**config.mk**
```make
export PLATFORM = sky130hd
export DESIGN_NAME = sss_supervisor
export DESIGN_NICKNAME = d
export VERILOG_FILES = /design/src/pkg/sss_pkg.sv /design/src/design/sss_nvm_reader.sv /design/src/design/sss_supervisor.sv
export VERILOG_INCLUDE_DIRS = /design/src /design/src/pkg
export SDC_FILE = /design/constraint.sdc
export NUM_CORES = 1
export LEC_CHECK = 0
export ABC_AREA = 1
export BUFFER_PORTS_ARGS = -buffer_cell sky130_fd_sc_hd__buf_2
export CAP_MARGIN = 20
export CORE_MARGIN = 3
export CORE_UTILIZATION = 48
export CTS_BUF_LIST = sky130_fd_sc_hd__clkbuf_2
export DETAILED_ROUTE_END_ITERATION = 16
export PLACE_DENSITY = 0.76
export SETUP_SLACK_MARGIN = 0.5
export SLEW_MARGIN = 20
export SYNTH_ARGS = -nofsm -noshare
export SYNTH_HDL_FRONTEND = slang
export SYNTH_HIERARCHICAL = 1
export SYNTH_SLANG_ARGS = --single-unit
```
**constraint.sdc**
```tcl
create_clock -name clk -period 4.1 [get_ports clk]
set_clock_uncertainty 0.2 [all_clocks]
set_input_delay 0.41 -clock clk [delete_from_list [all_inputs] [get_ports clk]]
set_output_delay 0.41 -clock clk [all_outputs]
set_load 0.01 [all_outputs]
```
**src/pkg/sss_map.svh**
```systemverilog
// Purpose: Offsets, timing figures and reset values for the startup supervisor
// Assumes: Clock of 10 MHz; times given in microseconds except the state timeout
// Notes:   Cycle counts are derived from the time figures by expression, except the state timeout given in cycles
`ifndef SSS_MAP_SVH
`define SSS_MAP_SVH
`define SSS_CLK_KHZ          10000
`define SSS_RESET_OUT_N_HOLD_US     2000
`define SSS_RESET_OUT_N_HOLD_CYC    ((`SSS_RESET_OUT_N_HOLD_US * `SSS_CLK_KHZ) / 1000)
`define SSS_WD_WINDOW_US     20000
`define SSS_WD_WINDOW_CYC    ((`SSS_WD_WINDOW_US * `SSS_CLK_KHZ) / 1000)
`define SSS_WD_TIMEOUT_US    300000
`define SSS_WD_TIMEOUT_CYC   ((`SSS_WD_TIMEOUT_US * `SSS_CLK_KHZ) / 1000)
`define SSS_STATE_TMO_CYC    50000
`define SSS_RESET_LIMIT      4
`define SSS_NVM_WORDS        16
`define SSS_NVM_AW           4
`define SSS_RAILS            6
`endif

```
**src/pkg/sss_pkg.sv**
```systemverilog
// Purpose: Types shared by the startup supervisor files
// Assumes: Nothing beyond the map header
// Notes:   States carry explicit binary codes
package sss_pkg;
	typedef enum logic [2:0] {
		ST_CFG_LOAD  = 3'h0,
		ST_TEST_BEG  = 3'h1,
		ST_TEST_END  = 3'h2,
		ST_THR_CHK   = 3'h3,
		ST_RAMP      = 3'h4,
		ST_ACTIVE    = 3'h5,
		ST_LP_OFF    = 3'h6
	} sss_state_e;
	typedef enum logic [1:0] {
		WD_WAIT_EN = 2'h0,
		WD_CLOSED  = 2'h1,
		WD_OPEN    = 2'h2,
		WD_HOLD    = 2'h3
	} sss_wd_e;
endpackage

```
**src/design/sss_nvm_reader.sv**
```systemverilog
// Purpose: Sequential reader of configuration words with checksum check
// Assumes: Nonvolatile memory gives data in the same cycle as the address
// Notes:   Last word holds the two's complement of the sum of the others
`timescale 1ns/10ps
`include "sss_map.svh"
module sss_nvm_reader #(
	parameter int WORDS = `SSS_NVM_WORDS,
	parameter int AW    = `SSS_NVM_AW
) (
	input  wire logic          clk,
	input  wire logic          rstn,
	input  wire logic          start,
	output logic [AW-1:0]      nvm_addr,
	input  wire logic [7:0]    nvm_data,
	output logic               done,
	output logic               sum_ok,
	output logic [7:0]         cfg_word0
);
	logic [AW-1:0] addr_q, addr_d;
	logic [7:0]    sum_q, sum_d, w0_q, w0_d;
	logic          busy_q, busy_d, done_q, done_d, ok_q, ok_d, vld_q, vld_d;

	// Walk all words once; data are taken in the cycle their address is driven
	always_comb begin
		addr_d = addr_q;
		sum_d  = sum_q;
		w0_d   = w0_q;
		busy_d = busy_q;
		done_d = done_q;
		ok_d   = ok_q;
		vld_d  = 1'b0;
		if (start && !busy_q && !done_q) begin
			busy_d = 1'b1;
			addr_d = '0;
			sum_d  = 8'h00;
			vld_d  = 1'b1;
		end else if (busy_q) begin
			if (vld_q) begin
				sum_d = sum_q + nvm_data;
				if (addr_q == '0)
					w0_d = nvm_data;
			end
			if (addr_q == AW'(WORDS - 1) && vld_q) begin
				busy_d = 1'b0;
				done_d = 1'b1;
				ok_d   = ((sum_q + nvm_data) == 8'h00);
			end else if (vld_q) begin
				addr_d = addr_q + 1'b1;
				vld_d  = 1'b1;
			end
		end
	end

	// State registers
	always_ff @(posedge clk) begin
		if (!rstn) begin
			addr_q <= '0;
			sum_q  <= 8'h00;
			w0_q   <= 8'h00;
			busy_q <= 1'b0;
			done_q <= 1'b0;
			ok_q   <= 1'b0;
			vld_q  <= 1'b0;
		end else begin
			addr_q <= addr_d;
			sum_q  <= sum_d;
			w0_q   <= w0_d;
			busy_q <= busy_d;
			done_q <= done_d;
			ok_q   <= ok_d;
			vld_q  <= vld_d;
		end
	end

	assign nvm_addr  = addr_q;
	assign done      = done_q;
	assign sum_ok    = ok_q;
	assign cfg_word0 = w0_q;
endmodule

```
**src/design/sss_supervisor.sv**
```systemverilog
// Purpose: Start-up sequencing, self-test and window watchdog supervision
// Assumes: rstn is the power-on reset; analog inputs are asynchronous
// Notes:   Configuration word 0 bit 0 enables the final watchdog reset
`timescale 1ns/10ps
`include "sss_map.svh"
module sss_supervisor #(
	parameter int STATE_TMO_CYC  = `SSS_STATE_TMO_CYC,
	parameter int RESET_LIMIT    = `SSS_RESET_LIMIT,
	parameter int HOLD_CYC       = `SSS_RESET_OUT_N_HOLD_CYC,
	parameter int WINDOW_CYC     = `SSS_WD_WINDOW_CYC,
	parameter int EN_TIMEOUT_CYC = `SSS_WD_TIMEOUT_CYC,
	parameter int RAILS          = `SSS_RAILS
) (
	input  wire logic             clk,
	input  wire logic             rstn,
	input  wire logic             wake_in,
	input  wire logic             window_trigger_in,
	input  wire logic             reg_uv_in,
	input  wire logic             temp_threshold_pin,
	input  wire logic [RAILS-1:0] rail_uv_in,
	input  wire logic [RAILS-1:0] rail_ov_in,
	input  wire logic             overtemp_in,
	input  wire logic             thr_ok_in,
	input  wire logic             ramp_done_in,
	input  wire logic             wd_flag_clr,
	output logic [`SSS_NVM_AW-1:0] nvm_addr,
	input  wire logic [7:0]       nvm_data,
	output logic                  reset_out_n,
	output logic                  wd_reset_flag,
	output logic [7:0]            error_count,
	output logic [2:0]            state_out
);
	localparam int IN_W = 2 * RAILS + 6;
	logic [IN_W-1:0] s1_q, s2_q;
	logic            wake, trig, reg_uv, tpin, otemp, thr_ok, rdone, clr;
	logic [RAILS-1:0] uv, ov;

	// Two-stage synchronisers for every asynchronous input
	always_ff @(posedge clk) begin
		if (!rstn) begin
			s1_q <= '0;
			s2_q <= '0;
		end else begin
			s1_q <= {wake_in, window_trigger_in, reg_uv_in, temp_threshold_pin,
				overtemp_in, wd_flag_clr, rail_uv_in, rail_ov_in};
			s2_q <= s1_q;
		end
	end

	// Threshold and ramp status get synchroniser pairs of their own
	logic thr_q1, thr_q2, rd_q1, rd_q2;
	always_ff @(posedge clk) begin
		if (!rstn) begin
			thr_q1 <= 1'b0;
			thr_q2 <= 1'b0;
			rd_q1  <= 1'b0;
			rd_q2  <= 1'b0;
		end else begin
			thr_q1 <= thr_ok_in;
			thr_q2 <= thr_q1;
			rd_q1  <= ramp_done_in;
			rd_q2  <= rd_q1;
		end
	end

	assign wake   = s2_q[IN_W-1];
	assign trig   = s2_q[IN_W-2];
	assign reg_uv = s2_q[IN_W-3];
	assign tpin   = s2_q[IN_W-4];
	assign otemp  = s2_q[IN_W-5];
	assign clr    = s2_q[2*RAILS];
	assign uv     = s2_q[2*RAILS-1:RAILS];
	assign ov     = s2_q[RAILS-1:0];
	assign thr_ok = thr_q2;
	assign rdone  = rd_q2;

	// Configuration reader; runs once per power cycle in the load state
	logic                nvm_done, nvm_ok;
	logic [7:0]          cfg0;
	sss_pkg::sss_state_e st_q, st_d;
	sss_nvm_reader #(
		.WORDS (`SSS_NVM_WORDS),
		.AW    (`SSS_NVM_AW)
	) u_nvm (
		.clk       (clk),
		.rstn      (rstn),
		.start     (st_q == sss_pkg::ST_CFG_LOAD),
		.nvm_addr  (nvm_addr),
		.nvm_data  (nvm_data),
		.done      (nvm_done),
		.sum_ok    (nvm_ok),
		.cfg_word0 (cfg0)
	);

	// Watchdog, error count and mode timer state
	sss_pkg::sss_wd_e wd_q, wd_d;
	logic [31:0]      wcnt_q, wcnt_d, tmr_q, tmr_d;
	logic [7:0]       ec_q, ec_d;
	logic             trig_q, trig_d, flag_q, flag_d, rn_q, rn_d;
	logic             trig_rise, wd_fail, lim_hit, step_ok;

	// Edge detector rests low, matching the idle trigger level
	assign trig_rise = trig && !trig_q;

	// Window watchdog: closed quarter, then open until the window ends;
	// one counter runs from the last accepted edge so both limits share it
	always_comb begin
		wd_d    = wd_q;
		wcnt_d  = wcnt_q + 32'h1;
		wd_fail = 1'b0;
		trig_d  = trig;
		if (st_q != sss_pkg::ST_ACTIVE) begin
			wd_d   = sss_pkg::WD_WAIT_EN;
			wcnt_d = '0;
		end else begin
			case (wd_q)
			sss_pkg::WD_WAIT_EN: begin
				if (trig_rise) begin
					wd_d   = sss_pkg::WD_CLOSED;
					wcnt_d = '0;
				end else if (wcnt_q >= 32'(EN_TIMEOUT_CYC - 1)) begin
					wd_fail = 1'b1;
				end
			end
			sss_pkg::WD_CLOSED: begin
				if (trig_rise) begin
					wd_fail = 1'b1;
				end else if (wcnt_q >= 32'(WINDOW_CYC / 4 - 1)) begin
					wd_d = sss_pkg::WD_OPEN;
				end
			end
			sss_pkg::WD_OPEN: begin
				if (trig_rise) begin
					wd_d   = sss_pkg::WD_CLOSED;
					wcnt_d = '0;
				end else if (wcnt_q >= 32'(WINDOW_CYC - 1)) begin
					wd_fail = 1'b1;
				end
			end
			sss_pkg::WD_HOLD: begin
				if (wcnt_q >= 32'(HOLD_CYC - 1)) begin
					wd_d   = sss_pkg::WD_WAIT_EN;
					wcnt_d = '0;
				end
			end
			default: begin
				wd_d = sss_pkg::WD_WAIT_EN;
			end
			endcase
			if (wd_fail) begin
				wd_d   = sss_pkg::WD_HOLD;
				wcnt_d = '0;
			end
		end
	end

	// Flag and error count; a failure in the clear cycle keeps the flag
	always_comb begin
		ec_d   = ec_q;
		flag_d = flag_q;
		if (clr) begin
			flag_d = 1'b0;
		end
		if (wd_fail) begin
			flag_d = 1'b1;
			if (ec_q != 8'hff) begin
				ec_d = ec_q + 8'h01;
			end
		end
	end

	assign lim_hit = ec_d > 8'(RESET_LIMIT);

	// Start-up sequence; each mode only moves on when its checks pass
	always_comb begin
		st_d    = st_q;
		step_ok = 1'b0;
		case (st_q)
		sss_pkg::ST_CFG_LOAD: begin
			step_ok = nvm_done && nvm_ok && !reg_uv;
		end
		sss_pkg::ST_TEST_BEG: begin
			step_ok = tpin && (&uv) && (&ov);
		end
		sss_pkg::ST_TEST_END: begin
			step_ok = (&uv) && !(|ov) && !otemp;
		end
		sss_pkg::ST_THR_CHK: begin
			step_ok = thr_ok;
		end
		sss_pkg::ST_RAMP: begin
			step_ok = rdone;
		end
		default: begin
			step_ok = 1'b0;
		end
		endcase
		case (st_q)
		sss_pkg::ST_CFG_LOAD: begin
			if (step_ok) begin
				st_d = sss_pkg::ST_TEST_BEG;
			end
		end
		sss_pkg::ST_TEST_BEG, sss_pkg::ST_TEST_END, sss_pkg::ST_THR_CHK,
		sss_pkg::ST_RAMP: begin
			if (step_ok) begin
				case (st_q)
				sss_pkg::ST_TEST_BEG: st_d = sss_pkg::ST_TEST_END;
				sss_pkg::ST_TEST_END: st_d = sss_pkg::ST_THR_CHK;
				sss_pkg::ST_THR_CHK:  st_d = sss_pkg::ST_RAMP;
				default:              st_d = sss_pkg::ST_ACTIVE;
				endcase
			end else if (!wake && tmr_q >= 32'(STATE_TMO_CYC - 1)) begin
				st_d = sss_pkg::ST_LP_OFF;
			end
			// Wake high keeps a failed mode where it is
		end
		sss_pkg::ST_ACTIVE: begin
			if (wd_q == sss_pkg::WD_HOLD && wcnt_q >= 32'(HOLD_CYC - 1)
				&& lim_hit) begin
				st_d = sss_pkg::ST_LP_OFF;
			end else if (wd_fail && lim_hit && !cfg0[0]) begin
				st_d = sss_pkg::ST_LP_OFF;
			end
		end
		default: begin
			st_d = st_q;
		end
		endcase
	end

	// Mode timer restarts on every mode change and saturates
	always_comb begin
		tmr_d = tmr_q;
		if (st_d != st_q) begin
			tmr_d = '0;
		end else if (tmr_q != 32'hffffffff) begin
			tmr_d = tmr_q + 32'h1;
		end
	end

	// Reset output is low outside active and during the hold
	assign rn_d = (st_d == sss_pkg::ST_ACTIVE) && (wd_d != sss_pkg::WD_HOLD);

	// State registers
	always_ff @(posedge clk) begin
		if (!rstn) begin
			st_q   <= sss_pkg::ST_CFG_LOAD;
			wd_q   <= sss_pkg::WD_WAIT_EN;
			wcnt_q <= '0;
			tmr_q  <= '0;
			ec_q   <= 8'h00;
			trig_q <= 1'b0;
			flag_q <= 1'b0;
			rn_q   <= 1'b0;
		end else begin
			st_q   <= st_d;
			wd_q   <= wd_d;
			wcnt_q <= wcnt_d;
			tmr_q  <= tmr_d;
			ec_q   <= ec_d;
			trig_q <= trig_d;
			flag_q <= flag_d;
			rn_q   <= rn_d;
		end
	end

	assign reset_out_n   = rn_q;
	assign wd_reset_flag = flag_q;
	assign error_count   = ec_q;
	assign state_out     = st_q;
endmodule

```
==> impl_results.md <==
- HP Class: input pin to flop
- DRC violation count after routing: 0
- DP Wirelength: 9973 µm
- Max Buffers Root-to-Sink: 2
- Crit path capture type: flop
- Leading cell type in the layout, fill and taps excluded: nand2_1
- RSZ-0062 raised after global routing: no
- Clock Sinks: 137
- Worst setup SP type: flop
- Largest net degree at the start of global routing: 48
- Overflow left after global routing: 0
- Global-route wire length before repair: 25,920 µm
- CTS clk-pin slew, worst paths: 0.24 ns
- Run status: finished clean
- Synth-to-Final Area Change: 15.23%
- Final setup TNS: 0 ns
- Metal-1 WL: 6584 µm
- Hold Slack: 0.09985 ns
- Leading cell types in the layout, fill and taps excluded: nand2_1 (216), inv_1 (157), nor2_1 (141)
- Skew-Pair Late Insertion Delay: 0.72 ns
- Port Buffers: 46
- Register Area: 2743 µm²
- GRT Total Usage: 19.38%
- Rel. slew slack: 59.18%
- Vias: 6,214
- Synth Warn #: 6
- CTS-repair resized insts: 0
- I/O Pins: 47
- Initial antenna violation count: 1
- Syn Inst Count: 976
- NumNets Final: 1,120
- Hold Fails Final Rpt: 0
- Mean number of vias per cell: 4.889
- Pwr Density: 288.1 nW/µm²
- P_leak: 3.725 nW
- CP Class: flop to flop
- # setup viols final: 0
- Total CTS buffers: 17
- Fmax achieved: 0.3395 GHz
- Minimum clock period: 2.946 ns
- Worst slew pin tran: 0.6067 ns
- GP Congestion: 0.8530
- Syn avg cell area: 7.256 µm²
- Die Ht: 127.5 µm
- WL per Instance: 11.78 µm
- CP required: 4.57 ns
- H-tree depth: 4
- Slowest cell on the critical path: dfxtp_1
- Met3 routed WL: 757 µm
- CTS tree: done
- Vias in the first global route: 5,867
- CP Buf/Inv Count: 2
- Max-cap violations: 0
- Critical Path AT: 3.41 ns
- Area taken by multi-input logic gates: 3585 µm²
- Final-layout fill cell count: 1,269
- Std-Cell Rows: 43
- Share of layout cells above drive strength 1: 13.77%
- Initial Util: 50.05%
- Core area: 14,150 µm²
- 1st-pass router iterations: 5
- Die width: 127.5 µm
- Initial drt markers: 381
- CP max stage delay: 0.43 ns
- CP delay by family, top: simple AND/OR/NAND/NOR gates
- Syn Std Cell Area: 7082 µm²
- CP most frequent cell: nor2_1
- Met2 routed WL: 7296 µm
- Crit path max fanout: 4
- Die ar.: 16,250 µm²
- VDD IR max: 296.5 µV
- Syn nets: 1,020
- Overall routed net length: 14,980 µm
- Max layer used: met4
- Fin. max-slew vios: 0
- Crit-path cells: nand2_1 -> nor2_1 -> nand3_1 -> nor2_1 -> inv_1 -> nor3_1 -> nand3_1 -> nor2_1 -> inv_1 -> nor3_1 -> nand4_1 -> nor2_1 -> o21ai_0 -> a21oi_1
- Clock Root Buffer: clkbuf_2
- Antenna viol nets, final: 0
- Tcrit/Tclk final: 71.85%
-- power breakdown --
part	total, mW	switching [mW]	internal, mW	leakage [nW]
Combinational	0.161	0.0876	0.0739	2.46
Clock	0.818	0.569	0.249	0.149
Sequential	1.37	0.0106	1.36	1.11
Total	2.35	0.667	1.68	3.72
-- state kept, by name (all words and copies together) (netlist names), 2 cells and up --
name,count
error_count,8
s1_q,18
u_nvm/sum_q,8
wd_q,2
tmr_q,32
state_out,3
u_nvm/nvm_addr,4
s2_q,18
wcnt_q,32
-- timing repair --
action                                  4_1_cts  5_1_grt
buffers inserted                              0        1
hold buffers                                 46        0
endpoints found under the hold margin        53        0
endpoints found under the setup margin        0       11
-- final cells by class --
cell class	count	area share, %
clock buffer	17	1.043
sequential	137	33.61
inverter	161	7.436
antenna	2	0.06133
clock inverter	15	1.932
timing repair buffer	97	9.230
multi-input combinational	662	43.93
tap	180	2.760
-- per-layer routing --
layer,vias to the layer above,track usage [%]
met5,-,0
met4,0,8.013
met3,32,5.435
met2,131,32.49
met1,2783,23.38
li1,3268,-
-- stage by stage --
step                      cell area [µm²]  power [mW]  utilization (%)  worst slack (ns)  std cells
after floorplan                      7082       1.487                -             1.534        976
after global placement               7432       1.511            52.52            0.8872       1190
after detailed placement             7432       1.514            52.52            0.8650       1190
after CTS                            8135       2.369            57.49            0.8081       1268
after global routing                 8160       2.454            57.67            0.8114       1271
final                                8160       2.351            57.67             1.154       1271
-- tightest hold or removal path: cells and delay by family --
kind,cells,cell delay (ns)
and+or+nand+nor,2,0.19
adders and majority gates,1,0.21
AOI/OAI and AO/OA,1,0.07
buffers and inverters,2,0.13
-- worst paths after layout --
check,startpoint,endpoint,slack (ns),cells after the start
setup / recovery,wcnt_q[2],wcnt_q[31],1.15,14
hold / removal,nvm_data[5],u_nvm/sum_q[5],0.1,6
setup reg to reg,wcnt_q[2],wcnt_q[31],1.15,14
hold reg to reg,s2_q[16],trig_q,0.21,2
Note: power is estimated with default switching activity, not from simulation.
